===== src/ebt_pkg.sv =====
// shared constants and carrier types of the external bus cycle timer
package ebt_pkg;
  localparam int ADDR_W = 24;
  localparam int DATA_W = 16;
  localparam int H_W = 8;
  // clock figures: pclk 25 ns, bus clock is pclk divided by two
  localparam int PCLK_NS = 25;
  localparam int HALVES_PER_CLK = 2;
  // apb map, byte addresses
  localparam logic [11:0] OFS_TIMING_HIGH = 12'h000;
  localparam logic [11:0] OFS_TIMING_LOW = 12'h004;
  localparam logic [11:0] OFS_STATUS = 12'h008;
  // bus_timing_high fields
  localparam int POS_READ_NOADDR = 0;
  localparam int POS_READ_WITHADDR = 2;
  // bus_timing_low fields
  localparam int POS_CODE_NOADDR = 0;
  localparam int POS_CODE_WITHADDR = 2;
  localparam int POS_LATCH_WIDTH = 4;
  localparam int POS_WRITE_WIDTH = 5;
  localparam int POS_WRITE_HOLD = 6;
  // status fields
  localparam int POS_BUSY = 0;
  localparam int POS_EXT = 8;
  localparam int POS_COUNT = 16;
  // reset values: slowest read and code timing, wide write with hold
  localparam logic [1:0] LEN_RST = 2'h3;
  localparam logic LATCH_WIDTH_RST = 1'b0;
  localparam logic WRITE_WIDTH_RST = 1'b1;
  localparam logic WRITE_HOLD_RST = 1'b1;
  localparam logic BCLK_RST = 1'b0;
  // timing in half bus clocks
  localparam logic [7:0] LAT_NARROW = 8'h01;
  localparam logic [7:0] LAT_WIDE = 8'h03;
  localparam logic [7:0] LAT_GAP = 8'h01;
  localparam logic [7:0] WR_SETUP = 8'h01;
  localparam logic [7:0] WR_NARROW = 8'h03;
  localparam logic [7:0] WR_WIDE = 8'h05;
  localparam logic [7:0] HOLD_HALVES = 8'h02;
  localparam logic [7:0] ONE_CLK = 8'h02;

  typedef enum logic [1:0] {EBT_CODE, EBT_READ, EBT_WRITE} ebt_kind_t;

  typedef struct packed
  {
    ebt_kind_t kind;
    logic with_latch;
    logic [ADDR_W-1:0] addr;
    logic [DATA_W-1:0] wdata;
  } ebt_req_t;

  typedef struct packed
  {
    logic [ADDR_W-1:0] addr;
    logic latch_strobe;
    logic code_fetch_strobe_n;
    logic read_strobe_n;
    logic write_strobe_n;
    logic [DATA_W-1:0] data_out;
    logic data_oe;
  } ebt_pins_t;

  typedef struct packed
  {
    logic [1:0] code_len_noaddr;
    logic [1:0] code_len_withaddr;
    logic [1:0] read_len_noaddr;
    logic [1:0] read_len_withaddr;
    logic latch_width_select;
    logic write_width_select;
    logic write_hold_select;
  } ebt_timing_t;
endpackage


===== src/ebt_clk_div.sv =====
// bus clock output divider, one bus clock per two pclk cycles
`timescale 1ns/10ps
module ebt_clk_div
(
  input wire logic pclk,
  input wire logic presetn,
  input wire logic ce,
  output logic bus_clock_output,
  output logic rise_next
);
  typedef struct packed
  {
    logic bclk;
  } ebt_div_t;

  ebt_div_t st;
  ebt_div_t next_st;

  always_comb
  begin
    next_st = st;
    next_st.bclk = ~st.bclk;
  end

  always_ff @(posedge pclk or negedge presetn)
  begin
    if (!presetn)
      st <= '{bclk: ebt_pkg::BCLK_RST};
    else if (ce)
      st <= next_st;
  end

  assign bus_clock_output = st.bclk;
  // next pclk edge is a bus clock rising edge
  assign rise_next = ~st.bclk;
endmodule // ebt_clk_div


===== src/ebt_bus_timer.sv =====
// external bus cycle timer: apb timing registers and half-clock strobe sequencer
//
// Our own choices: the APB interface to the registers and the register offsets.
`timescale 1ns/10ps
// Notes on behaviour
// - latch strobe lasts half a clock, or one and a half when widened
// - unlatched code cycle and its strobe last 1 to 4 clocks
// - latched code cycle lasts 2 to 5 clocks in total
// - latched code strobe lasts total minus latch width minus half clock
// - back-to-back unlatched code fetches keep the code strobe low throughout
// - unlatched data read cycle lasts 1 to 4 clocks
// - latched data read cycle lasts 2 to 5 clocks
// - latch strobe rises after bus clock rise, falls after its fall
// - code strobe changes only after bus clock rising edges
// - read strobe changes only after bus clock rising edges
// - write strobe asserts after a falling edge, releases after a rising edge
// - fetched and read data are captured at a bus clock rising edge
// - wait input is sampled only at bus clock rising edges
// - new addresses are driven only after bus clock rising edges
// - write data held one extra clock after the strobe when selected
module ebt_bus_timer
#(
  parameter int MAX_WAIT_CLKS = 32
)
(
  input wire logic pclk,
  input wire logic presetn,
  input wire logic ce,
  input wire logic psel,
  input wire logic penable,
  input wire logic pwrite,
  input wire logic [11:0] paddr,
  input wire logic [31:0] pwdata,
  output logic [31:0] prdata,
  output logic pready,
  output logic pslverr,
  input wire logic req_valid,
  input wire ebt_pkg::ebt_req_t req,
  output logic req_ready,
  output logic rsp_valid,
  output logic [ebt_pkg::DATA_W-1:0] rsp_rdata,
  output logic bus_clock_output,
  output ebt_pkg::ebt_pins_t pins,
  input wire logic [ebt_pkg::DATA_W-1:0] data_in,
  input wire logic wait_in
);
  if (MAX_WAIT_CLKS < 1 || MAX_WAIT_CLKS > 100)
  begin : g_chk
    $error("MAX_WAIT_CLKS must lie in 1..100");
  end

  // stretch limit keeps the half counter from wrapping
  localparam logic [7:0] MAX_EXT = 8'(2 * MAX_WAIT_CLKS);

  typedef enum logic {EBT_IDLE, EBT_RUN} ebt_fsm_t;

  typedef struct packed
  {
    ebt_fsm_t fsm;
    logic [7:0] h;
    logic [7:0] lat_end;
    logic [7:0] s_beg;
    logic [7:0] s_end;
    logic [7:0] total;
    logic [7:0] ext;
    logic [1:0] f;
    logic lw;
    logic ww;
    logic hold;
    logic can_wait;
    ebt_pkg::ebt_req_t cur;
    ebt_pkg::ebt_timing_t tm;
    ebt_pkg::ebt_pins_t pins;
    logic rsp;
    logic [ebt_pkg::DATA_W-1:0] rdata;
    logic [31:0] prdata;
    logic [15:0] count;
  } ebt_state_t;

  localparam ebt_state_t ST_RST = '{
    fsm: EBT_IDLE,
    tm: '{code_len_noaddr: ebt_pkg::LEN_RST, code_len_withaddr: ebt_pkg::LEN_RST,
          read_len_noaddr: ebt_pkg::LEN_RST, read_len_withaddr: ebt_pkg::LEN_RST,
          latch_width_select: ebt_pkg::LATCH_WIDTH_RST,
          write_width_select: ebt_pkg::WRITE_WIDTH_RST,
          write_hold_select: ebt_pkg::WRITE_HOLD_RST},
    pins: '{addr: '0, latch_strobe: 1'b0, code_fetch_strobe_n: 1'b1, read_strobe_n: 1'b1,
            write_strobe_n: 1'b1, data_out: '0, data_oe: 1'b0},
    default: '0};

  ebt_state_t st;
  ebt_state_t next_st;
  logic rise_next;
  logic last;
  logic strobe_end_now;
  logic stretch;
  logic done;

  ////////////////////////////////////////////////////////////////////////////////
  // helpers

  // code and read cycle length in halves: 2 * (field + 1 + latch)
  function automatic logic [7:0] cyc_halves(input logic [1:0] f, input logic lat);
    return {5'h00, f, 1'b0} + ebt_pkg::ONE_CLK + (lat ? ebt_pkg::ONE_CLK : 8'h00);
  endfunction

  function automatic logic is_mapped(input logic [11:0] a);
    return a == ebt_pkg::OFS_TIMING_HIGH || a == ebt_pkg::OFS_TIMING_LOW || a == ebt_pkg::OFS_STATUS;
  endfunction

  ebt_clk_div i_ebt_clk_div
  (
    .pclk(pclk),
    .presetn(presetn),
    .ce(ce),
    .bus_clock_output(bus_clock_output),
    .rise_next(rise_next)
  );

  ////////////////////////////////////////////////////////////////////////////////
  // next state

  always_comb
  begin
    logic [7:0] lat;
    logic act;
    logic in_str;
    lat = 8'h00;
    act = 1'b0;
    in_str = 1'b0;
    next_st = st;
    next_st.rsp = 1'b0;
    last = st.fsm == EBT_RUN && st.h + 8'h01 == st.total;
    // strobe end always falls on a bus clock rising edge
    strobe_end_now = st.fsm == EBT_RUN && st.h + 8'h01 == st.s_end;
    stretch = strobe_end_now && wait_in && st.can_wait && st.ext < MAX_EXT;
    done = last && !stretch;
    req_ready = (st.fsm == EBT_IDLE || done) && rise_next;

    // apb registers
    if (psel && !penable)
    begin
      unique case (paddr)
        ebt_pkg::OFS_TIMING_HIGH:
        begin
          next_st.prdata = 32'h0000_0000;
          next_st.prdata[ebt_pkg::POS_READ_NOADDR +: 2] = st.tm.read_len_noaddr;
          next_st.prdata[ebt_pkg::POS_READ_WITHADDR +: 2] = st.tm.read_len_withaddr;
        end
        ebt_pkg::OFS_TIMING_LOW:
        begin
          next_st.prdata = 32'h0000_0000;
          next_st.prdata[ebt_pkg::POS_CODE_NOADDR +: 2] = st.tm.code_len_noaddr;
          next_st.prdata[ebt_pkg::POS_CODE_WITHADDR +: 2] = st.tm.code_len_withaddr;
          next_st.prdata[ebt_pkg::POS_LATCH_WIDTH] = st.tm.latch_width_select;
          next_st.prdata[ebt_pkg::POS_WRITE_WIDTH] = st.tm.write_width_select;
          next_st.prdata[ebt_pkg::POS_WRITE_HOLD] = st.tm.write_hold_select;
        end
        ebt_pkg::OFS_STATUS:
        begin
          next_st.prdata = 32'h0000_0000;
          next_st.prdata[ebt_pkg::POS_BUSY] = st.fsm == EBT_RUN;
          next_st.prdata[ebt_pkg::POS_EXT +: 8] = st.ext;
          next_st.prdata[ebt_pkg::POS_COUNT +: 16] = st.count;
        end
        default:
          next_st.prdata = 32'h0000_0000;
      endcase
    end
    if (psel && penable && pwrite)
    begin
      if (paddr == ebt_pkg::OFS_TIMING_HIGH)
      begin
        next_st.tm.read_len_noaddr = pwdata[ebt_pkg::POS_READ_NOADDR +: 2];
        next_st.tm.read_len_withaddr = pwdata[ebt_pkg::POS_READ_WITHADDR +: 2];
      end
      else if (paddr == ebt_pkg::OFS_TIMING_LOW)
      begin
        next_st.tm.code_len_noaddr = pwdata[ebt_pkg::POS_CODE_NOADDR +: 2];
        next_st.tm.code_len_withaddr = pwdata[ebt_pkg::POS_CODE_WITHADDR +: 2];
        next_st.tm.latch_width_select = pwdata[ebt_pkg::POS_LATCH_WIDTH];
        next_st.tm.write_width_select = pwdata[ebt_pkg::POS_WRITE_WIDTH];
        next_st.tm.write_hold_select = pwdata[ebt_pkg::POS_WRITE_HOLD];
      end
    end

    // running cycle: wait stretch or data capture at the strobe end
    if (stretch)
    begin
      next_st.s_end = st.s_end + ebt_pkg::ONE_CLK;
      next_st.total = st.total + ebt_pkg::ONE_CLK;
      next_st.ext = st.ext + ebt_pkg::ONE_CLK;
    end
    else if (strobe_end_now && st.cur.kind != ebt_pkg::EBT_WRITE)
      next_st.rdata = data_in;
    if (st.fsm == EBT_RUN)
      next_st.h = st.h + 8'h01;
    if (done)
    begin
      next_st.fsm = EBT_IDLE;
      next_st.rsp = 1'b1;
      next_st.count = st.count + 16'h0001;
    end

    // new cycle always starts on a bus clock rising edge
    if (req_valid && req_ready)
    begin
      next_st.fsm = EBT_RUN;
      next_st.h = 8'h00;
      next_st.ext = 8'h00;
      next_st.cur = req;
      next_st.lw = st.tm.latch_width_select;
      next_st.ww = st.tm.write_width_select;
      next_st.hold = st.tm.write_hold_select;
      if (req.with_latch)
        lat = st.tm.latch_width_select ? ebt_pkg::LAT_WIDE : ebt_pkg::LAT_NARROW;
      next_st.lat_end = lat;
      unique case (req.kind)
        ebt_pkg::EBT_CODE:
        begin
          next_st.f = req.with_latch ? st.tm.code_len_withaddr : st.tm.code_len_noaddr;
          next_st.total = cyc_halves(next_st.f, req.with_latch);
          next_st.s_beg = req.with_latch ? lat + ebt_pkg::LAT_GAP : 8'h00;
          next_st.s_end = next_st.total;
          next_st.can_wait = 1'b1;
        end
        ebt_pkg::EBT_READ:
        begin
          next_st.f = req.with_latch ? st.tm.read_len_withaddr : st.tm.read_len_noaddr;
          next_st.total = cyc_halves(next_st.f, req.with_latch);
          next_st.s_beg = req.with_latch ? lat + ebt_pkg::LAT_GAP : 8'h00;
          next_st.s_end = next_st.total;
          // a single-clock read strobe cannot be stretched
          next_st.can_wait = next_st.s_end - next_st.s_beg > ebt_pkg::ONE_CLK;
        end
        ebt_pkg::EBT_WRITE:
        begin
          next_st.f = 2'h0;
          next_st.s_beg = (req.with_latch ? lat + ebt_pkg::LAT_GAP : 8'h00) + ebt_pkg::WR_SETUP;
          next_st.s_end = next_st.s_beg + (st.tm.write_width_select ? ebt_pkg::WR_WIDE : ebt_pkg::WR_NARROW);
          next_st.total = next_st.s_end + (st.tm.write_hold_select ? ebt_pkg::HOLD_HALVES : 8'h00);
          next_st.can_wait = 1'b1;
        end
        default:
        begin
          next_st.fsm = EBT_IDLE;
          next_st.total = 8'h00;
          next_st.s_beg = 8'h00;
          next_st.s_end = 8'h00;
          next_st.can_wait = 1'b0;
        end
      endcase
    end

    // pins follow the next half index; back-to-back unlatched fetches join windows
    act = next_st.fsm == EBT_RUN;
    in_str = act && next_st.h >= next_st.s_beg && next_st.h < next_st.s_end;
    next_st.pins.addr = next_st.cur.addr;
    next_st.pins.latch_strobe = act && next_st.h < next_st.lat_end;
    next_st.pins.code_fetch_strobe_n = !(in_str && next_st.cur.kind == ebt_pkg::EBT_CODE);
    next_st.pins.read_strobe_n = !(in_str && next_st.cur.kind == ebt_pkg::EBT_READ);
    next_st.pins.write_strobe_n = !(in_str && next_st.cur.kind == ebt_pkg::EBT_WRITE);
    next_st.pins.data_oe = act && next_st.cur.kind == ebt_pkg::EBT_WRITE;
    next_st.pins.data_out = next_st.cur.wdata;
  end

  always_ff @(posedge pclk or negedge presetn)
  begin
    if (!presetn)
      st <= ST_RST;
    else if (ce)
      st <= next_st;
  end

  ////////////////////////////////////////////////////////////////////////////////
  // outputs

  // a frozen block holds the apb access open
  assign pready = ce;
  assign pslverr = psel && penable && !is_mapped(paddr);
  assign prdata = st.prdata;
  assign rsp_valid = st.rsp;
  assign rsp_rdata = st.rdata;
  assign pins = st.pins;

  ////////////////////////////////////////////////////////////////////////////////
  // checks

  AST_LATCH_NARROW: assert property (@(posedge pclk) disable iff (!presetn || !ce)
    $rose(pins.latch_strobe) && !st.lw |=> !pins.latch_strobe)
    else $error("narrow latch strobe not half a clock");
  AST_LATCH_WIDE: assert property (@(posedge pclk) disable iff (!presetn || !ce)
    $rose(pins.latch_strobe) && st.lw |-> pins.latch_strobe [*3] ##1 !pins.latch_strobe)
    else $error("wide latch strobe not one and a half clocks");
  AST_CODE_LEN: assert property (@(posedge pclk) disable iff (!presetn || !ce)
    done && st.cur.kind == ebt_pkg::EBT_CODE && !st.cur.with_latch
    |-> st.h + 8'h01 == {5'h00, st.f, 1'b0} + 8'h02 + st.ext)
    else $error("unlatched code cycle length wrong");
  AST_CODE_LAT_LEN: assert property (@(posedge pclk) disable iff (!presetn || !ce)
    done && st.cur.kind == ebt_pkg::EBT_CODE && st.cur.with_latch
    |-> st.h + 8'h01 == {5'h00, st.f, 1'b0} + 8'h04 + st.ext)
    else $error("latched code cycle length wrong");
  AST_CODE_LAT_STROBE: assert property (@(posedge pclk) disable iff (!presetn || !ce)
    $fell(pins.code_fetch_strobe_n) && st.cur.with_latch
    |-> st.h == (st.lw ? 8'h04 : 8'h02))
    else $error("latched code strobe starts at wrong half");
  AST_BURST: assert property (@(posedge pclk) disable iff (!presetn || !ce)
    !pins.code_fetch_strobe_n && req_valid && req_ready && req.kind == ebt_pkg::EBT_CODE
    && !req.with_latch |=> !pins.code_fetch_strobe_n)
    else $error("code strobe toggled inside a burst");
  AST_READ_LEN: assert property (@(posedge pclk) disable iff (!presetn || !ce)
    done && st.cur.kind == ebt_pkg::EBT_READ
    |-> st.h + 8'h01 == {5'h00, st.f, 1'b0} + (st.cur.with_latch ? 8'h04 : 8'h02) + st.ext)
    else $error("data read cycle length wrong");
  AST_LATCH_RISE: assert property (@(posedge pclk) disable iff (!presetn || !ce)
    $rose(pins.latch_strobe) |-> bus_clock_output)
    else $error("latch strobe rose off the bus clock rise");
  AST_LATCH_FALL: assert property (@(posedge pclk) disable iff (!presetn || !ce)
    $fell(pins.latch_strobe) |-> !bus_clock_output)
    else $error("latch strobe fell off the bus clock fall");
  AST_CODE_EDGE: assert property (@(posedge pclk) disable iff (!presetn || !ce)
    $changed(pins.code_fetch_strobe_n) |-> bus_clock_output)
    else $error("code strobe moved off a rising edge");
  AST_READ_EDGE: assert property (@(posedge pclk) disable iff (!presetn || !ce)
    $changed(pins.read_strobe_n) |-> bus_clock_output)
    else $error("read strobe moved off a rising edge");
  AST_WRITE_EDGE: assert property (@(posedge pclk) disable iff (!presetn || !ce)
    ($fell(pins.write_strobe_n) |-> !bus_clock_output) and ($rose(pins.write_strobe_n) |-> bus_clock_output))
    else $error("write strobe edge on wrong bus clock edge");
  AST_CAPTURE: assert property (@(posedge pclk) disable iff (!presetn || !ce)
    strobe_end_now && !stretch && st.cur.kind != ebt_pkg::EBT_WRITE |=> rsp_rdata == $past(data_in))
    else $error("read data not captured at strobe end");
  AST_WAIT_EDGE: assert property (@(posedge pclk) disable iff (!presetn || !ce)
    strobe_end_now |-> rise_next)
    else $error("wait sampled off a rising edge");
  AST_ADDR_EDGE: assert property (@(posedge pclk) disable iff (!presetn || !ce)
    $changed(pins.addr) |-> bus_clock_output)
    else $error("address changed off a rising edge");
  AST_WR_WIDTH: assert property (@(posedge pclk) disable iff (!presetn || !ce)
    $fell(pins.write_strobe_n) |-> !pins.write_strobe_n [*3] ##1 (st.ww ? !pins.write_strobe_n : 1'b1))
    else $error("write strobe too short");
  AST_WR_HOLD: assert property (@(posedge pclk) disable iff (!presetn || !ce)
    $rose(pins.write_strobe_n) && st.hold |-> pins.data_oe [*2])
    else $error("write data not held");
  AST_WAIT_EXT: assert property (@(posedge pclk) disable iff (!presetn || !ce)
    stretch |=> st.fsm == EBT_RUN && !done ##1 st.fsm == EBT_RUN)
    else $error("wait did not stretch the cycle");
endmodule // ebt_bus_timer


===== config.mk =====
export PLATFORM = sky130hd
export DESIGN_NAME = ebt_bus_timer
export DESIGN_NICKNAME = d
export VERILOG_FILES = /design/src/ebt_pkg.sv /design/src/ebt_clk_div.sv /design/src/ebt_bus_timer.sv
export SDC_FILE = /design/constraint.sdc
export NUM_CORES = 1
export LEC_CHECK = 0
export BUFFER_PORTS_ARGS = -buffer_cell sky130_fd_sc_hd__buf_2
export CORE_UTILIZATION = 55
export DETAILED_ROUTE_END_ITERATION = 6
export PLACE_DENSITY = 0.79
export RECOVER_POWER = 25
export SLEW_MARGIN = 20
export SYNTH_ARGS = -nofsm -noshare
export SYNTH_HDL_FRONTEND = slang
export SYNTH_SLANG_ARGS = --single-unit

===== constraint.sdc =====
create_clock -name pclk -period 6.1 [get_ports pclk]
set_input_delay 1.22 -clock pclk [delete_from_list [all_inputs] [get_ports pclk]]
set_output_delay 1.22 -clock pclk [all_outputs]
set_load 0.01 [all_outputs]

* Word level (Yosys, flattened, before mapping)
Index checks and enable logic that the tools add are counted.
W data, S select, Z words.
** Storage, ports and cells
- Bits in registers :: 180
- Latch bits :: 0
- Bits in writable memories :: 0
- Memory bits (read-only) :: 0
- Bits of input ports :: 111
- Output and inout bits :: 98
- Word-level logic and storage cells :: 128
- Memories :: 0
** Cells by class
- Add/subtract/negate cells :: 14
- Multipliers :: 0
- Div/mod/pow operators :: 0
- $lt $le $gt $ge :: 5
- Eq/ne operators :: 9
- Shift operators :: 0
- Multiplexer cells :: 19
- Bitwise operators :: 4
- Reduce and logical (&&, ||, !) cells :: 44
** Operators by type and width (count)
- $mux W98 :: 1
- $pmux W32 S3 :: 1
- $pmux W24 S3 :: 1
- $add A8 B1 Y8 const B :: 3
- $add A8 B2 Y8 const B :: 3
- $mux W24 :: 1
- $mux W8 :: 3
- $logic_and A1 B1 Y1 :: 20
- $add A16 B1 Y16 const B :: 1
- $eq A8 B8 Y1 :: 2
- $lt A8 B8 Y1 :: 2
- $eq A12 B3 Y1 const B :: 1
- $eq A12 B4 Y1 const B :: 1
- $logic_not A12 Y1 :: 1
- $mux W2 :: 6
- $reduce_and A3 Y1 :: 3
- $add A3 B2 Y4 const B :: 2
- $add A4 B8 Y8 :: 1
- $add A8 B2 Y8 :: 1
- $add A8 B3 Y8 :: 1
- $ge A8 B8 Y1 :: 1
- $gt A8 B2 Y1 const B :: 1
- $lt A8 B7 Y1 const B :: 1
- $reduce_and A2 Y1 :: 4
- other kinds (18) :: 33

* Logic depth before layout (Yosys ltp)
Gate-level depths: netlist of run 1.
- Word-level depth :: 24
- Mapped depth :: 18
- Depth with buffers taken out :: 16

* Modules after synthesis
A second synthesis of run 1 with hierarchy kept.
** Second synthesis, totals
- Cells, all modules :: 871
- Area total of the unflattened synthesis :: 9407.8 sq um
** By module, submodules not included
- ebt_bus_timer :: times used 1, cells each 868, area each 9370.2 sq um, sequential area each 4270.3 sq um
- ebt_clk_div :: times used 1, cells each 3, area each 37.5 sq um, sequential area each 25.0 sq um

* Least setup slack after synthesis of run 1
Ideal clock, no wire load.
- Kind :: input port to flip-flop
- From :: input port wait_in
- To :: register st, in the netlist pins[17]
- Setup time :: 83 ps
- Arrival time :: 4202 ps
- Data required time :: 6017 ps
- Setup slack :: 1815 ps
- Stages on the path :: 17
- Path buffers :: 3
- Cell sequence :: nand2_1 nor3_1 o31ai_1 or3b_1 buf_2 a21oi_4 buf_2 buf_2 nand2_1 ha_1 a21o_1 a21o_1 a221oi_1 o21ai_0 nor3b_1 o311a_1 a21oi_1
** Between the ends
- Longest elaborated chain between the ends :: 14
- Elaborated cells on any way between the ends :: 18
- Classes of those cells :: order compare: 2; eq/ne: 1; mux: 3; reduce/logical: 12
** RTL lines
- start: declaration :: line ebt_bus_timer.sv:45 : input wire logic wait_in
- $logic_and A1 B1 Y1 * (3 in a row) :: line ebt_bus_timer.sv:136 : stretch = strobe_end_now && wait_in && st.can_wait && st.ext < MAX_EXT;
- $logic_not A1 Y1 :: line ebt_bus_timer.sv:137 : done = last && !stretch;
- $logic_and A1 B1 Y1 :: line ebt_bus_timer.sv:137
- $logic_or A1 B1 Y1 :: line ebt_bus_timer.sv:138 : req_ready = (st.fsm == EBT_IDLE || done) && rise_next;
- $logic_and A1 B1 Y1 :: line ebt_bus_timer.sv:138
- $logic_and A1 B1 Y1 :: line ebt_bus_timer.sv:206 : if (req_valid && req_ready)
- $mux W98 * :: line ebt_bus_timer.sv:206
- $ge A8 B8 Y1 :: line ebt_bus_timer.sv:257 : in_str = act && next_st.h >= next_st.s_beg && next_st.h < next_st.s_end;
- $logic_and A1 B1 Y1 (2 in a row) :: line ebt_bus_timer.sv:257
- $logic_and A1 B1 Y1 * :: line ebt_bus_timer.sv:262 : next_st.pins.write_strobe_n = !(in_str && next_st.cur.kind == ebt_pkg::EBT_WRITE);
- $logic_not A1 Y1 * :: line ebt_bus_timer.sv:262
- end signal: assignment :: line ebt_bus_timer.sv:272 : st <= next_st;
- end: declaration :: line ebt_bus_timer.sv:91 : ebt_state_t st;
Every way passes the cells marked *; elsewhere a longest branch is shown, timed or not. The select of a mux whose other input is x is not followed.
A chain may end at the register's enable or synchronous reset.

* Worst setup path in the final report of run 1
- From :: register st[210] (netlist name)
- To :: register st, in the netlist pins[18]
** Between the ends
- Longest elaborated chain between the ends :: 17
- Elaborated cells on any way between the ends :: 24
- Classes of those cells :: add/sub: 1; order compare: 2; eq/ne: 3; mux: 4; reduce/logical: 14
** RTL lines
- $add A8 B1 Y8 :: line ebt_bus_timer.sv:133, ebt_bus_timer.sv:135, ebt_bus_timer.sv:197
- $eq A8 B8 Y1 :: line ebt_bus_timer.sv:135 : strobe_end_now = st.fsm == EBT_RUN && st.h + 8'h01 == st.s_end;
- $logic_and A1 B1 Y1 :: line ebt_bus_timer.sv:135
- $logic_and A1 B1 Y1 (3 in a row) :: line ebt_bus_timer.sv:136
- $logic_not A1 Y1 :: line ebt_bus_timer.sv:137
- $logic_and A1 B1 Y1 :: line ebt_bus_timer.sv:137
- $logic_or A1 B1 Y1 :: line ebt_bus_timer.sv:138
- $logic_and A1 B1 Y1 :: line ebt_bus_timer.sv:138
- $logic_and A1 B1 Y1 :: line ebt_bus_timer.sv:206
- $mux W98 * :: line ebt_bus_timer.sv:206
- $ge A8 B8 Y1 :: line ebt_bus_timer.sv:257
- $logic_and A1 B1 Y1 (2 in a row) :: line ebt_bus_timer.sv:257
- $logic_and A1 B1 Y1 * :: line ebt_bus_timer.sv:261 : next_st.pins.read_strobe_n = !(in_str && next_st.cur.kind == ebt_pkg::EBT_READ);
- $logic_not A1 Y1 * :: line ebt_bus_timer.sv:261
Marks and branches as above.

==> results.yml, run 1 <==
min_path:
  hold_class: "flop to flop"
critical_path:
  arrival_ns: 5.26
  path_cells: "ha_1 > xnor3_1 > nand4_1 > nor4b_1 > nor3b_2 > and4_1 > xor2_1 > nand2_1 > ha_1 > a21o_1 > a21o_1 > a221oi_1 > o21ai_0 > nor3b_1 > o311a_1 > a21oi_1"
  crit_type: "flop to flop"
  path_buf_inv: 0
  endpoint_kind: "flop"
  cp.required_ns: 6.45
  crit_slowest_cell: "nor3b_2"
  cp_top_family: "simple AND/OR/NAND/NOR gates"
  crit_path_start_kind: "flop"
  cp_slowest_stage_delay_ns: 0.76
  ff2ff_setup_slack_ns: 1.19
  crit_fanout: 11
global_route:
  antenna_found_initial: 0
  overflow: 0
  grt_pass1_wl_um: 31910
  grt_max_degree: 70
  globalRouteMet1Util_pct: 31.29
  grt.met3_usage_pct: 4.110
  grt_use_met2_pct: 35.43
  grt_usage_pct: 22.49
  busiest_layer: "met2"
  grt_pass1_vias: 6367
floorplan:
  die_h_um: 133.8
  initial_utilization_pct: 56.96
  fp.coreArea_sq_um: 16760
  ios: 209
  num_rows: 47
  die-area_sq_um: 17890
  die_w_um: 133.8
synth:
  ys_types: 72
  synthArstFlopShare_pct: 100.0
  synth_edf_count: 0
  syn_area_sq_um: 9547
  synth_seq_cells: 171
  synthTopCellsByCount: "dfrtp_1, buf_4, mux2_2"
  yosysTopAreaCellShare_pct: 41.42
  yosysTopAreaCell: "dfrtp_1"
  synthFlopType: "dfrtp_1"
  ys_warn_count: 0
  ys_top_cells_by_area: "dfrtp_1, mux2_2, buf_4"
  syn_area_per_cell_sq_um: 10.89
  netlist_instances: 877
  seq_area_frac_synth_pct: 44.99
  post-synth-top-count-cell: "dfrtp_1"
  syn-num-nets: 1028
timing:
  fmax_mhz: 203.5
  period_share_pct: 80.56
  skew_ns: 0.009887
  worst_slack_ns: 1.186
  tightest_slew_ns: 2.990
  rsz0062_at_grt: "no"
  relSlewSlack_pct: -99.33
  setup_viol: 0
  finalHoldViolations: 0
  fin_crit_ns: 4.914
  fin_tns_setup_ns: 0
  holdWs_ns: 0.4699
  drv_slew: 129
clock_network:
  postCtsSetupRepairBufs: 0
  cts.repair.resized: 0
  cts_tree: "done"
  numCtsBuffers: 17
  cts_buffer_depth: 2
  cts_hold_buf: 0
  clkSinkCount: 171
  cts.root.buffer_cell: "clkbuf_16"
  clk-insertion-delay-late_ns: 0.43
  htreeDepth: 4
  clk_pin_slew_ns: 0.07
layout:
  layout-drive-gt1-share_pct: 33.16
  finalNetCount: 1097
  antenna_cells: 0
  fin_util_pct: 62.41
  syn_to_final_growth_pct: 9.567
detailed_routing:
  wl_per_cell_um: 16.10
  vias_per_cell: 5.597
  first_pass_iters: 5
  first_iter_violations: 344
  finalWirelength_um: 18980
  drc: 0
  vias: 6599
  ant_nets: 0
place:
  hpwl_um: 13170
  pre_cts_slack_ns: 1.239
  place.gp.congestion: 0.8323
  io_buffers: 182
run:
  cap_violations: 3
power:
  peakVddDrop_mv: 0.2593
  p_leak_nw: 5.105
  p_per_area_nw_per_um2: 380.7
  p_total_w: 0.003982
run_status:
  violations: "capacitance limit, slew limit"
  outcome: "complete, but fails checks"
## final timing paths
check / start / end / depth (start not counted)
setup / recovery: st[210]$_DFFE_PN0P_ / pins[18]$_DFFE_PN1P_ / 16
hold / removal: prdata[3]$_DFFE_PN0P_ / prdata[3]$_DFFE_PN0P_ / 2
setup reg to reg: st[210]$_DFFE_PN0P_ / pins[18]$_DFFE_PN1P_ / 16
hold reg to reg: prdata[3]$_DFFE_PN0P_ / prdata[3]$_DFFE_PN0P_ / 2
max in group asynchronous: presetn / pins[20]$_DFFE_PN0P_ / 2
min in group asynchronous: presetn / prdata[24]$_DFFE_PN0P_ / 1
## layout make-up
cell class	instances	area, sq um
multi-input cells	548	4254
well taps	220	275.3
fillers	1360	6300
repair buffers	190	953.4
flip-flops and latches	171	4295
clock inverters	13	181.4
inverters	18	67.56
clock buffers	19	432.9
## stage by stage
stage	cells	cell area [sq um]
after floorplan	877	9547
after global placement	1147	9863
after detailed placement	1147	9863
after CTS	1179	10480
after global routing	1179	10460
final	1179	10460
## placed cells by master (no fill, tap or decap), types with 4 or more instances in the layout
| cell type | instances |
|---|---|
| buf_2 | 176 |
| o21ai_1 | 6 |
| nand3b_1 | 4 |
| mux2_2 | 79 |
| clkbuf_16 | 17 |
| nor3_1 | 6 |
| a21o_1 | 7 |
| nand2b_1 | 7 |
| nand4_1 | 11 |
| o22ai_1 | 4 |
| clkbuf_1 | 10 |
| a21oi_1 | 23 |
| inv_1 | 17 |
| dfrtp_1 | 158 |
| mux2i_1 | 13 |
| xnor2_1 | 24 |
| and2_1 | 15 |
| o31ai_1 | 5 |
| xor2_1 | 21 |
| a211oi_1 | 5 |
| nand3_1 | 24 |
| dfstp_2 | 13 |
| nand2_1 | 59 |
| mux2_1 | 6 |
| nor2_1 | 41 |
| and4_1 | 6 |
| nor2b_1 | 13 |
| a22o_1 | 25 |
| ha_1 | 39 |
| buf_4 | 5 |
| and3_1 | 12 |
| o21ai_0 | 24 |
## metal layers
layer  routed length (um)  up-vias  share of wire, %
li1                     -     3145                 -
met1                 8905     3234                47
met2                 8805      200                46
met3                  996       20               5.2
met4                  274        0               1.4
met5                    0        -                 0
## cell families (layout without fill, tap and decap cells)
family	after synthesis	count (layout)	synth area share [%]
AOI/OAI and AO/OA	139	139	10.66
xor gates and xnor gates	48	48	4.836
adders and majority gates	40	40	5.321
buffers and inverters	158	240	10.63
DFF	171	171	44.99
muxes	99	99	11.55
other	1	1	0.03928
and+or+nand+nor	221	221	11.98
## power breakdown
group          switching [W]  total [W]  internal (W)  leakage, nW
sequential          0.000214    0.00162       0.00141         2.20
clock               0.000475    0.00113      0.000658        0.302
combinational       0.000612    0.00122      0.000612         2.60
total                0.00130    0.00398       0.00268         5.10
## registers in the layout, summed over array words and instances (netlist names)
name	flops
st	77
pins	45
prdata	31
rsp_rdata	16
i_ebt_clk_div.bus_clock_output	1
rsp_valid	1
## worst reg2reg max path, cell delays in order, from the launching register on
cell and delay (ns):
dfrtp_1 0.51, ha_1 0.35, xnor3_1 0.30, nand4_1 0.11
nor4b_1 0.53, nor3b_2 0.76, and4_1 0.35, xor2_1 0.17
nand2_1 0.09, ha_1 0.34, a21o_1 0.16, a21o_1 0.17
a221oi_1 0.27, o21ai_0 0.12, nor3b_1 0.23, o311a_1 0.29
a21oi_1 0.09
(Power assumes the default switching activity.)
==> run 2, diff against run 1 <==
--- a/config.mk
+++ b/config.mk
@@ -6,9 +6,9 @@
 export NUM_CORES = 1
 export LEC_CHECK = 0
 export BUFFER_PORTS_ARGS = -buffer_cell sky130_fd_sc_hd__buf_2
-export CORE_UTILIZATION = 55
+export CORE_UTILIZATION = 50
 export DETAILED_ROUTE_END_ITERATION = 6
-export PLACE_DENSITY = 0.79
+export PLACE_DENSITY = 0.75
 export RECOVER_POWER = 25
 export SLEW_MARGIN = 20
 export SYNTH_ARGS = -nofsm -noshare
==> constraint.sdc (replaced) <==
create_clock -name pclk -period 4.2 [get_ports pclk]
set_input_delay 0.84 -clock pclk [delete_from_list [all_inputs] [get_ports pclk]]
set_output_delay 0.84 -clock pclk [all_outputs]
set_load 0.01 [all_outputs]
==> results.yml, run 2 (synthesis results as in run 1) <==
timing:
  drv_slew: 128
  period_share_pct: 96.07
  holdWs_ns: 0.4734
  setup_viol: 0
  finalHoldViolations: 0
  fin_crit_ns: 4.035
  relSlewSlack_pct: -102.4
  tightest_slew_ns: 3.036
  fmax_mhz: 247.8
  skew_ns: 0.01360
  worst_slack_ns: 0.1650
  rsz0062_at_grt: "no"
power:
  p_per_area_nw_per_um2: 543.3
  peakVddDrop_mv: 0.3616
  p_leak_nw: 5.318
layout:
  finalNetCount: 1133
  regMostFlops: "st"
  layout-drive-gt1-share_pct: 37.19
  fillers: 1548
  final_common_cell: "buf_2"
  antenna_cells: 0
  syn_to_final_growth_pct: 13.25
  largest_reg_flops: 77
  final_cell_mix: "buf_2, dfrtp_1, mux2_2"
run_status:
  violations: "capacitance limit, slew limit"
  outcome: "complete, but fails checks"
global_route:
  grt_pass1_vias: 6587
  overflow: 0
  grt_usage_pct: 20.70
  antenna_found_initial: 0
  grt_max_degree: 128
  grt_pass1_wl_um: 32150
floorplan:
  die-area_sq_um: 19650
  num_rows: 50
  ios: 209
  fp.coreArea_sq_um: 18710
  die_h_um: 140.2
  initial_utilization_pct: 51.04
  die_w_um: 140.2
critical_path:
  path_cells: "buf_4 > and4_1 > a211oi_1 > o31ai_1 > or3b_4 > a21oi_4 > buf_6 > buf_12 > nand2_1 > ha_1 > a21oi_1 > nor2_1 > a2111oi_1 > o21ai_0 > nor3b_1 > o311a_1 > a21oi_1"
  cp_top_family: "compound AO/OA/AOI/OAI gates"
  ff2ff_setup_slack_ns: 0.17
  arrival_ns: 4.39
  cp_slowest_stage_delay_ns: 0.46
  cp.depth: 17
  crit_type: "flop to flop"
  cp.required_ns: 4.56
  path_common_cell: "a21oi_1"
  rr_endpoint: "pins[17]$_DFFE_PN1P_"
  crit_fanout: 12
  path_buf_inv: 3
  ff2ff_path_depth: 17
  endpoint_kind: "flop"
  rr_startpoint: "st[213]$_DFFE_PN0P_"
  crit_slowest_cell: "dfrtp_1"
  crit_path_start_kind: "flop"
clock_network:
  cts.root.buffer_cell: "clkbuf_16"
  clk-insertion-delay-late_ns: 0.43
  cts_buffer_depth: 2
  cts_tree: "done"
  numCtsBuffers: 17
  htreeDepth: 4
  clkSinkCount: 171
  clk_pin_slew_ns: 0.07
detailed_routing:
  ant_nets: 0
  wl_per_cell_um: 15.77
  first_pass_iters: 6
  first_iter_violations: 338
  finalWirelength_um: 19390
  vias_per_cell: 5.440
  vias: 6686
  drc: 0
place:
  pre_cts_slack_ns: -0.02965
  place.gp.congestion: 0.8511
  io_buffers: 182
  hpwl_um: 14050
min_path:
  worstHoldEndpoint: "st[15]$_DFFE_PN0P_"
  hold_start: "st[15]$_DFFE_PN0P_"
  holdPathStages: 1
  hold_class: "flop to flop"
run:
  cap_violations: 1
run 2: repair_timing:
item,in CTS,in global routing
setup buffers,0,1
hold endpoints to repair,0,0
resized for setup,1,15
hold buffers,0,0
pin swaps,0,5
setup endpoints to repair,3,3
run 2: cell type report:
| class | instances | area (sq um) | area share (%) |
|---|---|---|---|
| clock buffer | 19 | 442.9 | 4.097 |
| clock inverter | 13 | 145.1 | 1.342 |
| inverter | 18 | 67.56 | 0.6249 |
| multi-input combinational | 548 | 4299 | 39.76 |
| sequential | 171 | 4295 | 39.73 |
| tap | 234 | 292.8 | 2.708 |
| timing repair buffer | 226 | 1269 | 11.73 |
run 2: metrics by stage:
step	TNS (ns)	cell area, sq um	power [W]	util (%)	instances
detailed placement	-0.03514	10160	0.004317	54.29	1196
global route	0	10810	0.006229	57.80	1229
global placement	0	10160	0.004262	54.29	1196
CTS	0	10750	0.005899	57.47	1228
finish	0	10810	0.005874	57.80	1229
floorplan	0	9547	0.003953	-	877
run 2: worst max path at each step:
| stage | startpoint | to |
|---|---|---|
| 2_1_floorplan | st[211]$_DFFE_PN0P_ | pins[17]$_DFFE_PN1P_ |
| 3_3_place_gp | st[210]$_DFFE_PN0P_ | pins[18]$_DFFE_PN1P_ |
| 3_5_place_dp | st[210]$_DFFE_PN0P_ | pins[17]$_DFFE_PN1P_ |
| 4_1_cts | st[210]$_DFFE_PN0P_ | pins[17]$_DFFE_PN1P_ |
| 5_1_grt | st[191]$_DFFE_PN0P_ | pins[17]$_DFFE_PN1P_ |
| 6_report | st[213]$_DFFE_PN0P_ | pins[17]$_DFFE_PN1P_ |
run 2: routing by layer:
metal,global-route usage (%),share of wire [%]
met1,27.17,46
met3,4.239,5.0
met4,7.750,1.6
met2,33.87,47
met5,0,0
run 2: power by group:
part	switching [W]	internal (W)
registers	0.000255	0.00205
logic	0.000990	0.00102
clock network	0.000704	0.000856
total	0.00195	0.00393
==> run 3, diff against run 2 <==
--- a/config.mk
+++ b/config.mk
@@ -5,6 +5,7 @@
 export SDC_FILE = /design/constraint.sdc
 export NUM_CORES = 1
 export LEC_CHECK = 0
+export ABC_AREA = 1
 export BUFFER_PORTS_ARGS = -buffer_cell sky130_fd_sc_hd__buf_2
 export CORE_UTILIZATION = 50
 export DETAILED_ROUTE_END_ITERATION = 6
==> results.yml, run 3 <==
power:
  p_total_w: 0.005808
  peakVddDrop_mv: 0.2866
  p_per_area_nw_per_um2: 549.6
  p_leak_nw: 5.735
synth:
  synthTopCellsByCount: "nand2_1, dfrtp_1, inv_1"
  seq_area_frac_synth_pct: 44.98
  syn_area_sq_um: 9550
  yosysTopAreaCell: "dfrtp_1"
  synthFlopType: "dfrtp_1"
  ys_types: 46
  netlist_instances: 1161
  syn-num-nets: 1312
  syn_area_per_cell_sq_um: 8.226
  post-synth-top-count-cell: "nand2_1"
  synth_seq_cells: 171
  yosysTopAreaCellShare_pct: 41.40
  synth_edf_count: 0
  ys_warn_count: 0
  ys_top_cells_by_area: "dfrtp_1, nand2_1, buf_4"
  synthArstFlopShare_pct: 100.0
run_status:
  violations: "capacitance limit, slew limit"
  outcome: "complete, but fails checks"
place:
  io_buffers: 182
  place.gp.congestion: 0.8527
  dp.cells: 1458
  hpwl_um: 14600
detailed_routing:
  wl_per_cell_um: 13.54
  finalWirelength_um: 20180
  vias_per_cell: 5.017
  first_iter_violations: 508
  drc: 0
  ant_nets: 0
  first_pass_iters: 6
  vias: 7476
clock_network:
  cts_hold_buf: 0
  cts.repair.resized: 0
  clk-insertion-delay-late_ns: 0.43
  clk_pin_slew_ns: 0.07
  cts_tree: "done"
  numCtsBuffers: 17
  postCtsSetupRepairBufs: 0
  cts.root.buffer_cell: "clkbuf_16"
  clkSinkCount: 171
  cts_buffer_depth: 2
  htreeDepth: 4
layout:
  final_common_cell: "nand2_1"
  syn_to_final_growth_pct: 10.66
  final_cell_mix: "nand2_1, buf_2, dfrtp_1"
  stdcell_count: 1490
  fillers: 1741
  layout-drive-gt1-share_pct: 22.61
  antenna_cells: 0
  largest_reg_flops: 77
  fin_util_pct: 56.50
  finalNetCount: 1394
  regMostFlops: "st"
critical_path:
  endpoint_kind: "flop"
  cp.required_ns: 4.57
  crit_path_start_kind: "flop"
  ff2ff_setup_slack_ns: 0.53
  crit_type: "flop to flop"
  rr_startpoint: "st[211]$_DFFE_PN0P_"
  crit_start: "st[211]$_DFFE_PN0P_"
  arrival_ns: 4.04
  crit_fanout: 7
floorplan:
  fp.coreArea_sq_um: 18710
  die_h_um: 140.2
  ios: 209
  die-area_sq_um: 19660
  initial_utilization_pct: 51.06
  die_w_um: 140.2
  num_rows: 50
timing:
  tightest_slew_ns: 1.967
  period_share_pct: 87.34
  drv_slew: 81
  setup_viol: 0
  relSlewSlack_pct: -31.12
  holdWs_ns: 0.4666
  fmax_mhz: 272.6
  fin_tns_setup_ns: 0
  finalHoldViolations: 0
  rsz0062_at_grt: "no"
  fin_crit_ns: 3.668
  skew_ns: 0.01003
global_route:
  grt_usage_pct: 21.56
  grt_pass1_wl_um: 33840
  grt_pass1_vias: 7193
  grt_max_degree: 93
  antenna_found_initial: 0
  overflow: 0
min_path:
  hold_class: "flop to flop"
  hold_start: "pins[39]$_DFFE_PN0P_"
run:
  cap_violations: 1
==> run 3: cell types whose count changed after synthesis, moves of 13 or more <==
cell     before  now
and2_1       15    2
inv_1        17  130
a22o_1       25    1
mux2_2       79   17
xnor2_1      24    1
o21ai_0      24   55
nor2b_1      13    0
nand3_1      24   42
nand2_1      59  354
==> run 3: worst paths after layout <==
path                                        end  cells past startpoint
max                        pins[18]$_DFFE_PN1P_                     24
max reg2reg                pins[18]$_DFFE_PN1P_                     24
max in group asynchronous   st[183]$_DFFE_PN0P_                      2
min reg2reg                pins[39]$_DFFE_PN0P_                      2
min                        pins[39]$_DFFE_PN0P_                      2
min in group asynchronous    st[15]$_DFFE_PN0P_                      1
==> run 3: worst max-delay path, stage by stage, from the launching register on <==
cell and delay, ns:
dfrtp_1 0.43, ha_1 0.34, inv_1 0.07, nand2_1 0.06, nand2_1 0.08, nand3_1 0.07
nor2_1 0.15, nand3_1 0.11, nor2_2 0.13, nand4_4 0.16, inv_2 0.16, nand2_1 0.08
nor2_1 0.11, nand3_1 0.12, o21ai_0 0.17, nand3_1 0.12, ha_1 0.33, nand2_1 0.09
nor2_1 0.06, a211oi_1 0.25, nand3_1 0.19, inv_1 0.13, nand3_1 0.08, nand2_1 0.07
inv_1 0.04
==> run 3: cell type report <==
cell class	count	area (sq um)	share of cell area (%)
Clock buffer	18	439.2	4.155
Inverter	137	514.2	4.866
Tap cell	234	292.8	2.770
Multi-Input combinational cell	724	3862	36.55
Timing Repair Buffer	192	984.7	9.317
Sequential cell	171	4295	40.64
Clock inverter	14	180.2	1.705
==> run 3: cell families after synthesis <==
family	Yosys count	synth area share, %
flip-flops	171	44.98
AND/OR/NAND/NOR	498	22.11
buffers and inverters	266	14.58
adder cells (fa/ha/maj)	40	5.319
other	1	0.03927
XOR/XNOR	27	2.476
AO/OA/AOI/OAI	138	8.175
multiplexers	20	2.319
==> run 3: stage by stage <==
stage	instance area, sq um	setup WS (ns)
final	10570	0.5318
after global placement	9970	0.6288
after global routing	10570	0.02029
after floorplan	9550	0.9659
after detailed placement	9970	0.5461
after CTS	10590	0.5175
==> run 3: power by group <==
| part | internal [W] | total [W] | switching, W |
|---|---|---|---|
| Sequential | 0.00205 | 0.00230 | 0.000247 |
| Combinational | 0.000729 | 0.00185 | 0.00113 |
| Clock | 0.000965 | 0.00165 | 0.000687 |
==> run 3: metal layers <==
metal  up-vias  wire length [um]  GRT usage [%]
met5         -                 0              0
met2       192              9754          36.26
met3        22              1034          4.137
met4         0               215          5.957
met1      3502              9171          28.42
li1       3760                 -              -
